==> config.mk <==
export PLATFORM = sky130hd
export DESIGN_NAME = jac_regs
export DESIGN_NICKNAME = d
export VERILOG_FILES = /design/src/design/jac_pkg.sv /design/src/design/jac_chan.sv /design/src/design/jac_regs.sv
export SDC_FILE = /design/constraint.sdc
export NUM_CORES = 1
export LEC_CHECK = 0
export BUFFER_PORTS_ARGS = -buffer_cell sky130_fd_sc_hd__buf_2
export CORE_MARGIN = 2
export CORE_UTILIZATION = 62
export DETAILED_ROUTE_END_ITERATION = 8
export GPL_TIMING_DRIVEN = 1
export PLACE_DENSITY_LB_ADDON = 0.12
export SYNTH_ARGS = -nofsm -noshare
export SYNTH_HDL_FRONTEND = slang
export SYNTH_SLANG_ARGS = --single-unit
==> constraint.sdc <==
create_clock -name clk_i -period 2.75 [get_ports clk_i]
set_input_delay 0.1375 -clock clk_i [delete_from_list [all_inputs] [get_ports clk_i]]
set_output_delay 0.1375 -clock clk_i [all_outputs]
set_load 0.01 [all_outputs]
==> src/design/jac_pkg.sv <==
`default_nettype none
package jac_pkg;
  // register map, 7-bit addresses
  localparam logic [6:0] JAC_ADDR_CH0 = 7'h07;
  localparam logic [6:0] JAC_ADDR_CH1 = 7'h0F;
  localparam logic [6:0] JAC_ADDR_CH2 = 7'h17;
  // field positions
  localparam int JAC_BIT_DEPTH_LO  = 0;
  localparam int JAC_BIT_ON_TX     = 1;
  localparam int JAC_BIT_DEPTH_HI  = 2;
  localparam int JAC_BIT_FLUSH     = 3;
  localparam int JAC_BIT_FAST_OFF  = 4;
  localparam int JAC_CTRL_W        = 5;
  // reset value of the writable field
  localparam logic [4:0] JAC_CTRL_RST = 5'h03;
  // serial frame: one direction bit, 7 address bits, 8 data bits
  localparam logic [4:0] JAC_HDR_LAST  = 5'h07;
  localparam logic [4:0] JAC_FRAME_LAST = 5'h0F;
  typedef enum logic [1:0] {
    JAC_IDLE = 2'b00,
    JAC_HDR  = 2'b01,
    JAC_DATA = 2'b11
  } jac_state_t;
endpackage
`default_nettype wire

==> src/design/jac_chan.sv <==
`timescale 1ns/10ps
`default_nettype none
// one channel's attenuator control register
module jac_chan #(
  parameter logic [6:0] CH_ADDR = 7'h07
) (
  // clock and reset
  input  wire logic       clk_i,
  input  wire logic       arst_n_i,
  // write strobe from the serial engine
  input  wire logic       wr_stb_i,
  input  wire logic [6:0] addr_i,
  input  wire logic [7:0] wdata_i,
  input  wire logic       host_mode_i,
  // register contents
  output logic [4:0]      ctrl_o,
  output logic [7:0]      rdata_o,
  output logic            hit_o
);
  logic [4:0] ctrl_reg;
  logic       hit;

  assign hit     = (addr_i == CH_ADDR);
  assign hit_o   = hit;
  assign ctrl_o  = ctrl_reg;
  assign rdata_o = {3'h0, ctrl_reg};

  // writes land only under host control; pins own the part otherwise
  always_ff @(posedge clk_i or negedge arst_n_i) begin
    if (!arst_n_i) begin
      ctrl_reg <= jac_pkg::JAC_CTRL_RST;
    end else if (!host_mode_i) begin
      ctrl_reg[jac_pkg::JAC_BIT_FAST_OFF] <= 1'b0;
    end else if (wr_stb_i && hit) begin
      ctrl_reg <= wdata_i[4:0];
    end
  end
endmodule // jac_chan
`default_nettype wire

==> src/design/jac_regs.sv <==
`timescale 1ns/10ps
`default_nettype none
// Functional notes
// - recovery disable at 0 keeps fast-recovery mode
// - disable write honoured only under host control
// - hardware mode: fast recovery always active
// - three channel registers at three addresses
module jac_regs (
  // clock and reset
  input  wire logic       clk_i,
  input  wire logic       arst_n_i,
  // mode strap: 1 host control, 0 hardware control
  input  wire logic       host_mode_i,
  // serial microprocessor port
  input  wire logic       cs_n_i,
  input  wire logic       sclk_i,
  input  wire logic       sdi_i,
  output logic            sdo_o,
  output logic            sdo_oe_o,
  // per-channel attenuator controls
  output logic [2:0]      fast_recovery_on_o,
  output logic [2:0]      attenuator_flush_o,
  output logic [2:0]      depth_select_hi_o,
  output logic [2:0]      depth_select_lo_o,
  output logic [2:0]      attenuator_on_transmit_o
);
  localparam logic [6:0] CH_ADDR [3] = '{jac_pkg::JAC_ADDR_CH0,
                                         jac_pkg::JAC_ADDR_CH1,
                                         jac_pkg::JAC_ADDR_CH2};

  logic              cs_n_meta, cs_n_sync;
  logic              sclk_meta, sclk_sync, sclk_prev;
  logic              sdi_meta, sdi_sync;
  logic              host_meta, host_sync;
  logic              sclk_rise, sclk_fall;
  jac_pkg::jac_state_t state_reg;
  logic [4:0]        cnt_reg;
  logic [7:0]        hdr_reg;
  logic [7:0]        data_reg;
  logic [7:0]        out_reg;
  logic              wr_stb;
  logic              hdr_done_reg;
  logic [7:0]        rdata;
  logic [4:0]        ctrl    [3];
  logic [7:0]        ch_rdata[3];
  logic [2:0]        ch_hit;

  // pins are asynchronous to clk_i: two flops before any use
  always_ff @(posedge clk_i or negedge arst_n_i) begin
    if (!arst_n_i) begin
      cs_n_meta <= 1'b1;
      cs_n_sync <= 1'b1;
      sclk_meta <= 1'b0;
      sclk_sync <= 1'b0;
      sclk_prev <= 1'b0;
      sdi_meta  <= 1'b0;
      sdi_sync  <= 1'b0;
      host_meta <= 1'b0;
      host_sync <= 1'b0;
    end else begin
      cs_n_meta <= cs_n_i;
      cs_n_sync <= cs_n_meta;
      sclk_meta <= sclk_i;
      sclk_sync <= sclk_meta;
      sclk_prev <= sclk_sync;
      sdi_meta  <= sdi_i;
      sdi_sync  <= sdi_meta;
      host_meta <= host_mode_i;
      host_sync <= host_meta;
    end
  end

  // edges seen only on the second stage, never the first
  assign sclk_rise = !cs_n_sync && sclk_sync && !sclk_prev;
  assign sclk_fall = !cs_n_sync && !sclk_sync && sclk_prev;

  // frame sequencer; deselect aborts a partial frame with no write
  always_ff @(posedge clk_i or negedge arst_n_i) begin
    if (!arst_n_i) begin
      state_reg <= jac_pkg::JAC_IDLE;
      cnt_reg   <= 5'h00;
    end else if (cs_n_sync) begin
      state_reg <= jac_pkg::JAC_IDLE;
      cnt_reg   <= 5'h00;
    end else if (sclk_rise) begin
      cnt_reg <= cnt_reg + 5'h01;
      case (state_reg)
        jac_pkg::JAC_IDLE: state_reg <= jac_pkg::JAC_HDR;
        jac_pkg::JAC_HDR: begin
          if (cnt_reg == jac_pkg::JAC_HDR_LAST) begin
            state_reg <= jac_pkg::JAC_DATA;
          end
        end
        jac_pkg::JAC_DATA: begin
          if (cnt_reg == jac_pkg::JAC_FRAME_LAST) begin
            state_reg <= jac_pkg::JAC_IDLE;
          end
        end
        default: state_reg <= jac_pkg::JAC_IDLE;
      endcase
    end
  end

  // header and write data shift in lsb first
  always_ff @(posedge clk_i or negedge arst_n_i) begin
    if (!arst_n_i) begin
      hdr_reg  <= 8'h00;
      data_reg <= 8'h00;
    end else if (sclk_rise) begin
      if (state_reg == jac_pkg::JAC_DATA) begin
        data_reg <= {sdi_sync, data_reg[7:1]};
      end else begin
        hdr_reg <= {sdi_sync, hdr_reg[7:1]};
      end
    end
  end

  // one-cycle write strobe on the last bit of a write frame
  always_ff @(posedge clk_i or negedge arst_n_i) begin
    if (!arst_n_i) begin
      wr_stb <= 1'b0;
    end else begin
      wr_stb <= sclk_rise && (state_reg == jac_pkg::JAC_DATA) && !hdr_reg[0]
                && (cnt_reg == jac_pkg::JAC_FRAME_LAST) && host_sync;
    end
  end

  // read mux; unmapped addresses read zero
  always_comb begin
    rdata = 8'h00;
    for (int i = 0; i < 3; i++) begin
      if (ch_hit[i]) begin
        rdata = ch_rdata[i];
      end
    end
  end

  // header end marked one cycle late: the last address bit lands on that
  // same edge, so decoding earlier would select the wrong register
  always_ff @(posedge clk_i or negedge arst_n_i) begin
    if (!arst_n_i) begin
      hdr_done_reg <= 1'b0;
    end else begin
      hdr_done_reg <= sclk_rise && (state_reg == jac_pkg::JAC_HDR)
                      && (cnt_reg == jac_pkg::JAC_HDR_LAST);
    end
  end

  // read data loads once the header is complete, shifts on falling sclk
  always_ff @(posedge clk_i or negedge arst_n_i) begin
    if (!arst_n_i) begin
      out_reg <= 8'h00;
    end else if (hdr_done_reg) begin
      out_reg <= rdata;
    end else if (sclk_fall && state_reg == jac_pkg::JAC_DATA) begin
      out_reg <= {1'b0, out_reg[7:1]};
    end
  end

  assign sdo_o    = out_reg[0];
  assign sdo_oe_o = !cs_n_sync && (state_reg == jac_pkg::JAC_DATA) && hdr_reg[0];

  // three identical channel registers
  for (genvar g = 0; g < 3; g++) begin : g_ch
    jac_chan #(
      .CH_ADDR (CH_ADDR[g])
    ) u_chan (
      .clk_i       (clk_i),
      .arst_n_i    (arst_n_i),
      .wr_stb_i    (wr_stb),
      .addr_i      (hdr_reg[7:1]),
      .wdata_i     (data_reg),
      .host_mode_i (host_sync),
      .ctrl_o      (ctrl[g]),
      .rdata_o     (ch_rdata[g]),
      .hit_o       (ch_hit[g])
    );
  end

  // registered controls toward the attenuator datapath
  always_ff @(posedge clk_i or negedge arst_n_i) begin
    if (!arst_n_i) begin
      fast_recovery_on_o       <= 3'h7;
      attenuator_flush_o       <= 3'h0;
      depth_select_hi_o        <= 3'h0;
      depth_select_lo_o        <= 3'h7;
      attenuator_on_transmit_o <= 3'h7;
    end else begin
      for (int i = 0; i < 3; i++) begin
        // hardware mode overrides the stored bit as well
        fast_recovery_on_o[i] <= !ctrl[i][jac_pkg::JAC_BIT_FAST_OFF]
                                 || !host_sync;
        attenuator_flush_o[i]       <= ctrl[i][jac_pkg::JAC_BIT_FLUSH];
        // 32-bit depth is hi=1, lo=0, chosen by host software
        depth_select_hi_o[i]        <= ctrl[i][jac_pkg::JAC_BIT_DEPTH_HI];
        depth_select_lo_o[i]        <= ctrl[i][jac_pkg::JAC_BIT_DEPTH_LO];
        attenuator_on_transmit_o[i] <= ctrl[i][jac_pkg::JAC_BIT_ON_TX];
      end
    end
  end
endmodule // jac_regs
`default_nettype wire

==> impl_metrics.csv, run 1 <==
group,metric,value,unit
outcome,status,"finished clean",
sta,setup_ws,0.953,ns
power_and_ir_drop,ir_drop,0.000606,V
power_and_ir_drop,p_seq_share,49.1,%
clock_tree,cts.sinks,69,
sta,finalCritPeriodShare,65.4,%
die,coreArea,0.00429,mm^2
place,gp_congestion,0.883,
yosys,synth.area.top_cells,"dfrtp_1 (48%), dfstp_2 (16%), mux2_2 (12%)",
setup_path,crit_path_cell_trace,"and4b_4 > and3_4 > and3_4 > mux2_4",
power_and_ir_drop,switching_share,22.0,%
final_layout,regArea,0.00175,mm^2
final_layout,diodes,0,
global_route,grt_pass1_wl,8340,um
clock_tree,post-cts-setup-buffers,0,
job,drv_cap,0,
setup_path,crit_slowest_cell,"dfrtp_1",
power_and_ir_drop,power.switching,0.520,mW
global_route,grtUsageTotal,22.4,%
detailed_routing,drt_iter0_drc,99,
setup_path,crit_buf_inv,0,
yosys,syn_inst,191,
yosys,synth_nets,199,
sta,hold_violations,0,
sta,fin_crit,1.80,ns
setup_path,worstSetupStartpointType,"flop",
final_layout,final_cells,280,
global_route,grt-ovfl-total,0,
clock_tree,post_cts_resized,0,
place,pre_cts_ws,0.979,ns
clock_tree,cts_buffers,9,
global_route,grt_max_degree,38,
yosys,yosysUniqueCellTypes,38,
setup_path,worst-path-max-fanout,11,
sta,rsz0062_at_grt,"no",
setup_path,crit_path_end_kind,"flop",
detailed_routing,drt_first_pass_iters,4,
detailed_routing,wl,4790,um
clock_tree,clkSlewWorstSetupHoldPaths,0.07,ns
clock_tree,cts.htree.levels,3,
final_layout,syn2layout_area_growth,17.0,%
place,dp_hpwl,3270,um
clock_tree,cts_buffer_depth,2,
sta,setup_violations,0,
sta,skew,0.00803,ns
sta,max_slew_margin,51.3,%
power_and_ir_drop,comb_power_share,5.5,%
final_layout,fin_util,74.1,%
final_layout,largest_register_ffs,15,
final_layout,final_nets,231,
yosys,synth_top_area_share,47.9,%
sta,finalSetupTns,0,ns
sta,worstMarginPinSlew,0.731,ns
die,fp.dieH,70.2,um
place,dp_cells,259,
detailed_routing,via_per_inst,5.79,
detailed_routing,wire_per_inst,17.1,um
final_layout,multi_input_area,911,um^2
clock_tree,clock_latency,0.34,ns
detailed_routing,drc,0,
global_route,grt_pass1_vias,1710,
die,rows,24,
setup_path,crit_required,2.98,ns
hold_path,hp-class,"flop to flop",
detailed_routing,ant_nets,0,
clock_tree,cts_tree,"done",
place,portBuffers,22,
power_and_ir_drop,leakage,1.51,nW
final_layout,fillerInstances,251,
power_and_ir_drop,clkPwrFrac,45.3,%
yosys,syn_avg_cell_area,14.2,um^2
clock_tree,root_buffer,"clkbuf_8",
yosys,synth-seq-area-share,64.3,%
power_and_ir_drop,powerDensity,744,mW/mm^2
sta,fmax,0.556,GHz
die,die_area,0.00493,mm^2
die,die_w,70.2,um
global_route,antenna_found_initial,0,
die,start_util,63.3,%
die,boundaryPins,23,
yosys,ys_seq_elements,69,
setup_path,max_stage_delay,0.50,ns
detailed_routing,dr_total_vias,1620,
setup_path,critPathKind,"flop to flop",
final_layout,drive_gt1_share,41.2,%
sta,slew_viol_final,0,
setup_path,crit_arrival,2.02,ns
power_and_ir_drop,p_int,1.85,mW
setup_path,crit_family,"simple AND/OR/NAND/NOR gates",
yosys,syn_area,0.00272,mm^2
yosys,yosys_warnings,0,
setup_path,path_common_cell,"and3_4",
yosys,synth_top_area_cell,"dfrtp_1",
[kinds of logic after synthesis]
logic type,Yosys count,share of synthesized area (%)
buffers and inverters,11,2.16
adders and majority gates,2,0.921
DFF,69,64.3
muxes,35,14.9
and+or+nand+nor,54,12.3
xor gates and xnor gates,3,0.967
AOI/OAI and AO/OA,17,4.42
[power groups by stage]
stage | combinational, mW | clock (mW) | sequential (mW)
global placement | 0.119 | 0 | 1.17
finish | 0.131 | 1.07 | 1.16
CTS | 0.133 | 1.08 | 1.16
floorplan | 0.111 | 0 | 1.14
detailed placement | 0.126 | 0 | 1.18
global route | 0.146 | 1.14 | 1.17
[cell type report]
type	instances	share of cell area, %
multi-input combinational	111	28.6
timing repair buffer	28	5.66
clock buffer	10	4.01
sequential	69	55.0
tap	52	2.05
inverter	4	0.472
clock inverter	6	4.21
[routing by layer]
metal	track usage (%)	wire [um]	vias up
met5	0	0	-
met4	11.1	103	0
met3	4.91	215	13
met2	36.0	2340	47
met1	29.1	2140	816
li1	-	-	744
[synth_stat cells (all sizes together)]
library cell / number
nand4: 4
nor3: 2
dfrtp: 52
nor3b: 3
dfstp: 17
and3: 4
mux2: 32
ha: 2
o311ai: 1
o21ai: 1
a22oi: 1
inv: 4
nor4b: 1
nor2: 13
mux2i: 3
and3b: 1
nand2b: 1
xor2: 2
nand2: 13
nor2b: 3
a211oi: 3
and4: 1
a41o: 1
a21boi: 1
and4b: 1
nand3b: 1
a21oi: 4
clkbuf: 3
o22ai: 2
a221oi: 3
nand3: 6
xnor2: 1
buf: 4
[repair_timing]
action,CTS,global route
hold buffers,5,0
endpoints found under the setup margin,0,0
hold endpoints to repair,24,0
[worst paths after layout]
| check | from | endpoint | slack (ns) | cells after the start |
|---|---|---|---|---|
| hold / removal | sdi_meta$_DFF_PN0_ | sdi_sync$_DFF_PN0_ | 0.36 | 0 |
| setup reg to reg | hdr_reg[4]$_DFFE_PN0P_ | g_ch[2].u_chan.ctrl_o[3]$_DFFE_PN0P_ | 0.95 | 4 |
| hold reg to reg | sdi_meta$_DFF_PN0_ | sdi_sync$_DFF_PN0_ | 0.36 | 0 |
| setup / recovery | hdr_reg[4]$_DFFE_PN0P_ | g_ch[2].u_chan.ctrl_o[3]$_DFFE_PN0P_ | 0.95 | 4 |
| max in group asynchronous | arst_n_i | fast_recovery_on_o[1]$_DFF_PN1_ | 1.66 | 3 |
| min in group asynchronous | arst_n_i | attenuator_flush_o[2]$_DFF_PN0_ | 0.39 | 2 |
[stage by stage]
stage                     hold WS (ns)  area, um^2  total power, mW
after floorplan                 -0.158        2720             1.25
after global placement           0.214        2870             1.29
after detailed placement         0.238        2870             1.30
after CTS                        0.362        3180             2.38
after global routing             0.368        3180             2.45
final                            0.358        3180             2.37
[placed cells by master, fill, tap and decap left out, types with 3 or more instances in the layout]
cell type	synthesis	routed
dfrtp_1	52	52
mux2_2	28	28
buf_2	2	22
dfstp_2	17	17
nand2_1	13	13
nor2_1	12	12
clkbuf_8	0	9
nand3_1	6	6
dlygate4sd3_1	0	5
inv_1	4	4
nand4_1	4	4
a21oi_1	4	4
mux2_4	4	4
bufinv_16	0	4
nor2b_1	3	3
a211oi_1	3	3
mux2i_1	3	3
a221oi_1	3	3
Note: power is estimated with default switching activity, not from simulation.
==> run 2: changes to the inputs <==
- ABC_AREA: unset -> 1
- CORE_UTILIZATION: 62 -> 52
- clock period: 2.75 -> 1.61 ns (I/O delays scaled with it)
==> impl_metrics.csv, run 2 <==
group,metric,value,unit
die,die_w,76.5,um
yosys,syn_avg_cell_area,10.3,um^2
detailed_routing,dr_total_vias,1850,
yosys,synth.area.top_cells,"dfrtp_1 (48%), dfstp_2 (16%), nand2_1 (8.2%)",
yosys,yosysUniqueCellTypes,26,
die,die_area,0.00585,mm^2
die,start_util,53.8,%
clock_tree,clkSlewWorstSetupHoldPaths,0.07,ns
sta,finalCritPeriodShare,89.5,%
power_and_ir_drop,ir_drop,0.000789,V
clock_tree,cts.htree.levels,3,
setup_path,worst-path-max-fanout,3,
yosys,yosys_warnings,0,
die,boundaryPins,23,
sta,rsz0062_at_grt,"no",
clock_tree,cts_tree,"done",
die,fp.dieH,76.5,um
yosys,syn_area,0.00273,mm^2
sta,hold_violations,0,
final_layout,multi_input_area,851,um^2
global_route,antenna_found_initial,0,
final_layout,layout_commonest_cell,"nand2_1",
yosys,synthArstFlopShare,100,%
setup_path,critPathKind,"flop to flop",
detailed_routing,wl,4640,um
clock_tree,clock_latency,0.35,ns
final_layout,diodes,0,
global_route,grt-ovfl-total,0,
clock_tree,root_buffer,"clkbuf_8",
global_route,grtUsageTotal,18.1,%
final_layout,final_nets,313,
setup_path,worstSetupStartpointType,"flop",
setup_path,crit_arrival,1.68,ns
sta,slew_viol_final,0,
job,drv_cap,0,
clock_tree,cts_buffers,9,
global_route,grt_max_degree,70,
power_and_ir_drop,powerDensity,1130,mW/mm^2
yosys,synth_top_area_share,47.6,%
final_layout,regArea,0.00175,mm^2
place,gp_congestion,0.741,
outcome,status,"finished clean",
place,dp_hpwl,3150,um
yosys,syn_inst,266,
final_layout,drive_gt1_share,27.1,%
place,portBuffers,22,
die,coreArea,0.00507,mm^2
final_layout,syn2layout_area_growth,18.3,%
detailed_routing,drt_iter0_drc,113,
yosys,synth_nets,274,
yosys,yosysMostFrequentCell,"nand2_1",
place,pre_cts_ws,0.146,ns
yosys,ys_seq_elements,69,
sta,max_slew_margin,77.3,%
sta,fmax,0.694,GHz
detailed_routing,drc,0,
setup_path,crit_required,1.85,ns
yosys,synth_edf_count,0,
yosys,synth_top_area_cell,"dfrtp_1",
final_layout,layout_common_cells,"nand2_1 (59), dfrtp_1 (52), inv_1 (25)",
power_and_ir_drop,leakage,1.52,nW
hold_path,hp-class,"input port to asynchronous set/reset pin",
sta,worstMarginPinSlew,0.340,ns
final_layout,largest_register_ffs,15,
detailed_routing,ant_nets,0,
sta,setup_ws,0.169,ns
sta,skew,0.00782,ns
sta,setup_violations,0,
detailed_routing,drt_first_pass_iters,4,
clock_tree,cts.sinks,69,
yosys,synth-seq-area-share,64.0,%
detailed_routing,via_per_inst,4.87,
yosys,synth_commonest_cells,"nand2_1 (60), dfrtp_1 (52), inv_1 (25)",
clock_tree,cts_buffer_depth,2,
sta,finalSetupTns,0,ns
global_route,grt_pass1_vias,1800,
yosys,ys_dominant_reg_cell,"dfrtp_1",
sta,fin_crit,1.44,ns
detailed_routing,wire_per_inst,12.2,um
setup_path,crit_path_end_kind,"flop",
final_layout,fillerInstances,444,
die,rows,26,
global_route,grt_pass1_wl,8070,um
run 2: layout make-up:
class                      count  share of cell area, %
inverter                      27                   3.14
multi-input combinational    165                   26.3
clock buffer                  12                   4.80
clock inverter                 4                   2.17
tap                           70                   2.71
timing repair buffer          33                   6.74
sequential                    69                   54.1
run 2: path summary, 6_finish.rpt:
| kind | from | end | slack (ns) | cells after the start |
|---|---|---|---|---|
| setup / recovery | cnt_reg[1]$_DFFE_PN0P_ | state_reg[1]$_DFFE_PN0P_ | 0.17 | 10 |
| hold / removal | arst_n_i | attenuator_flush_o[1]$_DFF_PN0_ | 0.28 | 3 |
| setup reg to reg | cnt_reg[1]$_DFFE_PN0P_ | state_reg[1]$_DFFE_PN0P_ | 0.17 | 10 |
| hold reg to reg | host_meta$_DFF_PN0_ | host_sync$_DFF_PN0_ | 0.35 | 0 |
| max in group asynchronous | arst_n_i | cs_n_sync$_DFF_PN1_ | 1.01 | 3 |
| min in group clk_i | host_meta$_DFF_PN0_ | host_sync$_DFF_PN0_ | 0.35 | 0 |
run 2: what timing repair did:
item,in CTS,in global routing
buffers inserted,0,2
resized for setup,0,1
hold endpoints to repair,56,0
setup endpoints to repair,0,1
hold buffers,5,0
run 2: through the flow:
step | hold slack [ns] | util, % | std cells | area (um^2) | total power, mW
after global placement | 0.128 | 57.9 | 357 | 2940 | 2.10
after global routing | 0.303 | 63.7 | 380 | 3230 | 3.81
final | 0.276 | 63.7 | 380 | 3230 | 3.65
after CTS | 0.282 | 63.3 | 378 | 3210 | 3.69
after detailed placement | 0.125 | 57.9 | 357 | 2940 | 2.11
after floorplan | -0.215 | - | 266 | 2730 | 2.02
run 2: power breakdown:
| part | leakage, nW | internal, mW | total [mW] | switching [mW] |
|---|---|---|---|---|
| clock | 0.116 | 0.952 | 1.57 | 0.615 |
| combinational | 0.530 | 0.0831 | 0.243 | 0.160 |
| sequential | 0.870 | 1.80 | 1.84 | 0.0456 |
| total | 1.52 | 2.83 | 3.65 | 0.821 |
run 2: worst max-delay path: stages (launching register included):
cell and delay (ns):
dfrtp_1 0.40, ha_1 0.21, nand2_1 0.09, nor2_1 0.05
ha_1 0.18, inv_1 0.05, nand2_1 0.05, nand2_2 0.08
inv_2 0.04, a21oi_1 0.12, a21oi_1 0.05
run 2: routing by layer:
metal	part of all wire [%]	GRT usage (%)
met5	0	0
met4	2.8	10.9
met3	3.9	5.45
met2	46	27.6
met1	47	22.9
run 2: logic make-up after synthesis:
kind of cell    Yosys count  synth area share, %
compound gates           44                 8.98
xor+xnor                  1                0.321
fa+ha+maj                 2                0.916
buf+inv                  32                 4.95
flops                    69                 64.0
simple gates            118                 20.8
==> run 3: changes to the inputs <==
- ABC_AREA: 1 -> unset
==> impl_metrics.csv, run 3 (synthesis gave the netlist of run 1 again) <==
group,metric,value,unit
setup_path,crit_path_cell_trace,"and4b_4 > and3_4 > and3_4 > mux2_4",
place,dp_hpwl,3070,um
final_layout,largest_register_ffs,15,
clock_tree,root_buffer,"clkbuf_8",
sta,skew,0.00674,ns
die,die_w,76.3,um
sta,fmax,0.639,GHz
setup_path,r2r_cells,4,
detailed_routing,drt_iter0_drc,100,
final_layout,layout_common_cells,"dfrtp_1 (52), mux2_2 (28), buf_2 (22)",
sta,finalSetupTns,0,ns
detailed_routing,met1_length,2300,um
power_and_ir_drop,finalPower,3.77,mW
power_and_ir_drop,comb_power_share,8.5,%
final_layout,fin_area,0.00326,mm^2
job,drv_cap,0,
final_layout,regArea,0.00175,mm^2
setup_path,crit_arrival,1.79,ns
setup_path,worstSetupStartpointType,"flop",
sta,worstMarginPinSlew,0.396,ns
sta,fin_crit,1.57,ns
setup_path,reg2reg_from,"hdr_reg[4]$_DFFE_PN0P_",
die,rows,26,
setup_path,worst-path-max-fanout,4,
die,start_util,53.6,%
setup_path,crit_buf_inv,0,
sta,slew_viol_final,0,
setup_path,critPathKind,"flop to flop",
sta,setup_violations,0,
power_and_ir_drop,ir_drop,0.000716,V
place,pre_cts_ws,0.0152,ns
final_layout,drive_gt1_share,45.3,%
detailed_routing,highest_layer,"met4",
final_layout,syn2layout_area_growth,20.0,%
global_route,antenna_found_initial,0,
power_and_ir_drop,powerDensity,1160,mW/mm^2
detailed_routing,ant_nets,0,
detailed_routing,drt_first_pass_iters,4,
global_route,grt-ovfl-total,0,
detailed_routing,routed-wl-met3,187,um
place,gp_congestion,0.817,
final_layout,fin_util,64.3,%
power_and_ir_drop,switching_share,23.7,%
die,coreArea,0.00507,mm^2
setup_path,crit_slowest_cell,"dfrtp_1",
setup_path,r2r_end,"g_ch[2].u_chan.ctrl_o[2]$_DFFE_PN0P_",
detailed_routing,drc,0,
global_route,grt_pass1_vias,1647,
sta,whs,0.292,ns
die,die_area,0.00582,mm^2
place,placed_area,0.00296,mm^2
sta,max_slew_margin,73.6,%
global_route,grt_pass1_wl,8130,um
die,fp.dieH,76.3,um
setup_path,crit_required,1.84,ns
detailed_routing,via_per_inst,5.11,
clock_tree,cts.sinks,69,
place,dp_cells,284,
outcome,status,"finished clean",
global_route,grt_max_degree,70,
final_layout,diodes,0,
final_layout,final_nets,239,
clock_tree,cts.htree.levels,3,
power_and_ir_drop,p_int,2.88,mW
place,portBuffers,22,
power_and_ir_drop,power.switching,0.894,mW
die,boundaryPins,23,
power_and_ir_drop,leakage,1.53,nW
detailed_routing,dr_total_vias,1563,
final_layout,layout_commonest_cell,"dfrtp_1",
detailed_routing,wl_met2,2120,um
setup_path,path_common_cell,"and3_4",
final_layout,multi_input_area,937,um^2
power_and_ir_drop,p_seq_share,51.1,%
setup_path,crit_path_end_kind,"flop",
setup_path,max_stage_delay,0.38,ns
detailed_routing,wl,4670,um
detailed_routing,wire_per_inst,15.2,um
sta,finalCritPeriodShare,97.2,%
clock_tree,cts_tree,"done",
setup_path,reg2reg_slack,0.04,ns
sta,setup_ws,0.0444,ns
final_layout,final_cells,306,
power_and_ir_drop,clkPwrFrac,40.4,%
clock_tree,clkSlewWorstSetupHoldPaths,0.07,ns
final_layout,fillerInstances,409,
global_route,grtUsageTotal,18.5,%
sta,hold_violations,0,
clock_tree,cts_buffer_depth,2,
clock_tree,clock_latency,0.34,ns
setup_path,crit_family,"simple AND/OR/NAND/NOR gates",
hold_path,hp-class,"input port to asynchronous set/reset pin",
clock_tree,cts_buffers,9,
==> run 3: changes by cell type in the layout (fill, tap and decap cells not counted), sizes merged, moves of 4 or more <==
cell,change
mux2,+32
nand2,-53
nand4,+4
and3,+4
nor2,-9
a21oi,-5
o21ai,-31
nand3,-18
inv,-21
==> run 3: worst reg2reg max path, delay by kind of cell (launching register included) <==
kind / cells / cell delay (ns)
mux: 1 / 0.30
simple gates: 3 / 0.78
flops: 1 / 0.38
==> run 3: layout make-up <==
type / instances / area share (%)
timing repair buffer: 36 / 7.75
sequential: 69 / 53.6
multi-input combinational: 111 / 28.7
inverter: 4 / 0.460
tap: 70 / 2.69
clock buffer: 9 / 3.80
clock inverter: 7 / 2.99
==> run 3: power groups by stage <==
stage	Combinational (mW)	Sequential, mW	Clock, mW
detailed placement	0.311	1.96	0
CTS	0.323	1.93	1.57
floorplan	0.189	1.94	0
global route	0.355	1.95	1.65
global placement	0.304	1.95	0
finish	0.321	1.93	1.52
==> run 3: worst max path at each step <==
| stage | startpoint | cells past startpoint | slack [ns] | end |
|---|---|---|---|---|
| floorplan | hdr_reg[4]$_DFFE_PN0P_ | 6 | -0.03 | g_ch[2].u_chan.ctrl_o[2]$_DFFE_PN0P_ |
| global placement | hdr_reg[7]$_DFFE_PN0P_ | 3 | 0.03 | g_ch[1].u_chan.ctrl_o[2]$_DFFE_PN0P_ |
| detailed placement | hdr_reg[7]$_DFFE_PN0P_ | 3 | 0.02 | g_ch[1].u_chan.ctrl_o[3]$_DFFE_PN0P_ |
| CTS | hdr_reg[7]$_DFFE_PN0P_ | 3 | 0.008 | g_ch[1].u_chan.ctrl_o[3]$_DFFE_PN0P_ |
| global route | cnt_reg[0]$_DFFE_PN0P_ | 7 | -0.009 | state_reg[1]$_DFFE_PN0P_ |
| finish | hdr_reg[4]$_DFFE_PN0P_ | 4 | 0.04 | g_ch[2].u_chan.ctrl_o[2]$_DFFE_PN0P_ |
==> run 3: metal layers <==
metal | GRT usage [%] | up-vias
li1 | - | 759
met1 | 25.1 | 773
met2 | 27.3 | 25
met3 | 7.23 | 6
met4 | 6.91 | 0
met5 | 0 | -
==> run 3: timing repair <==
action	in CTS	in global routing
endpoints found under the setup margin	0	9
hold buffers	5	0
resized for setup	0	5
endpoints found under the hold margin	56	0
setup buffers	0	1
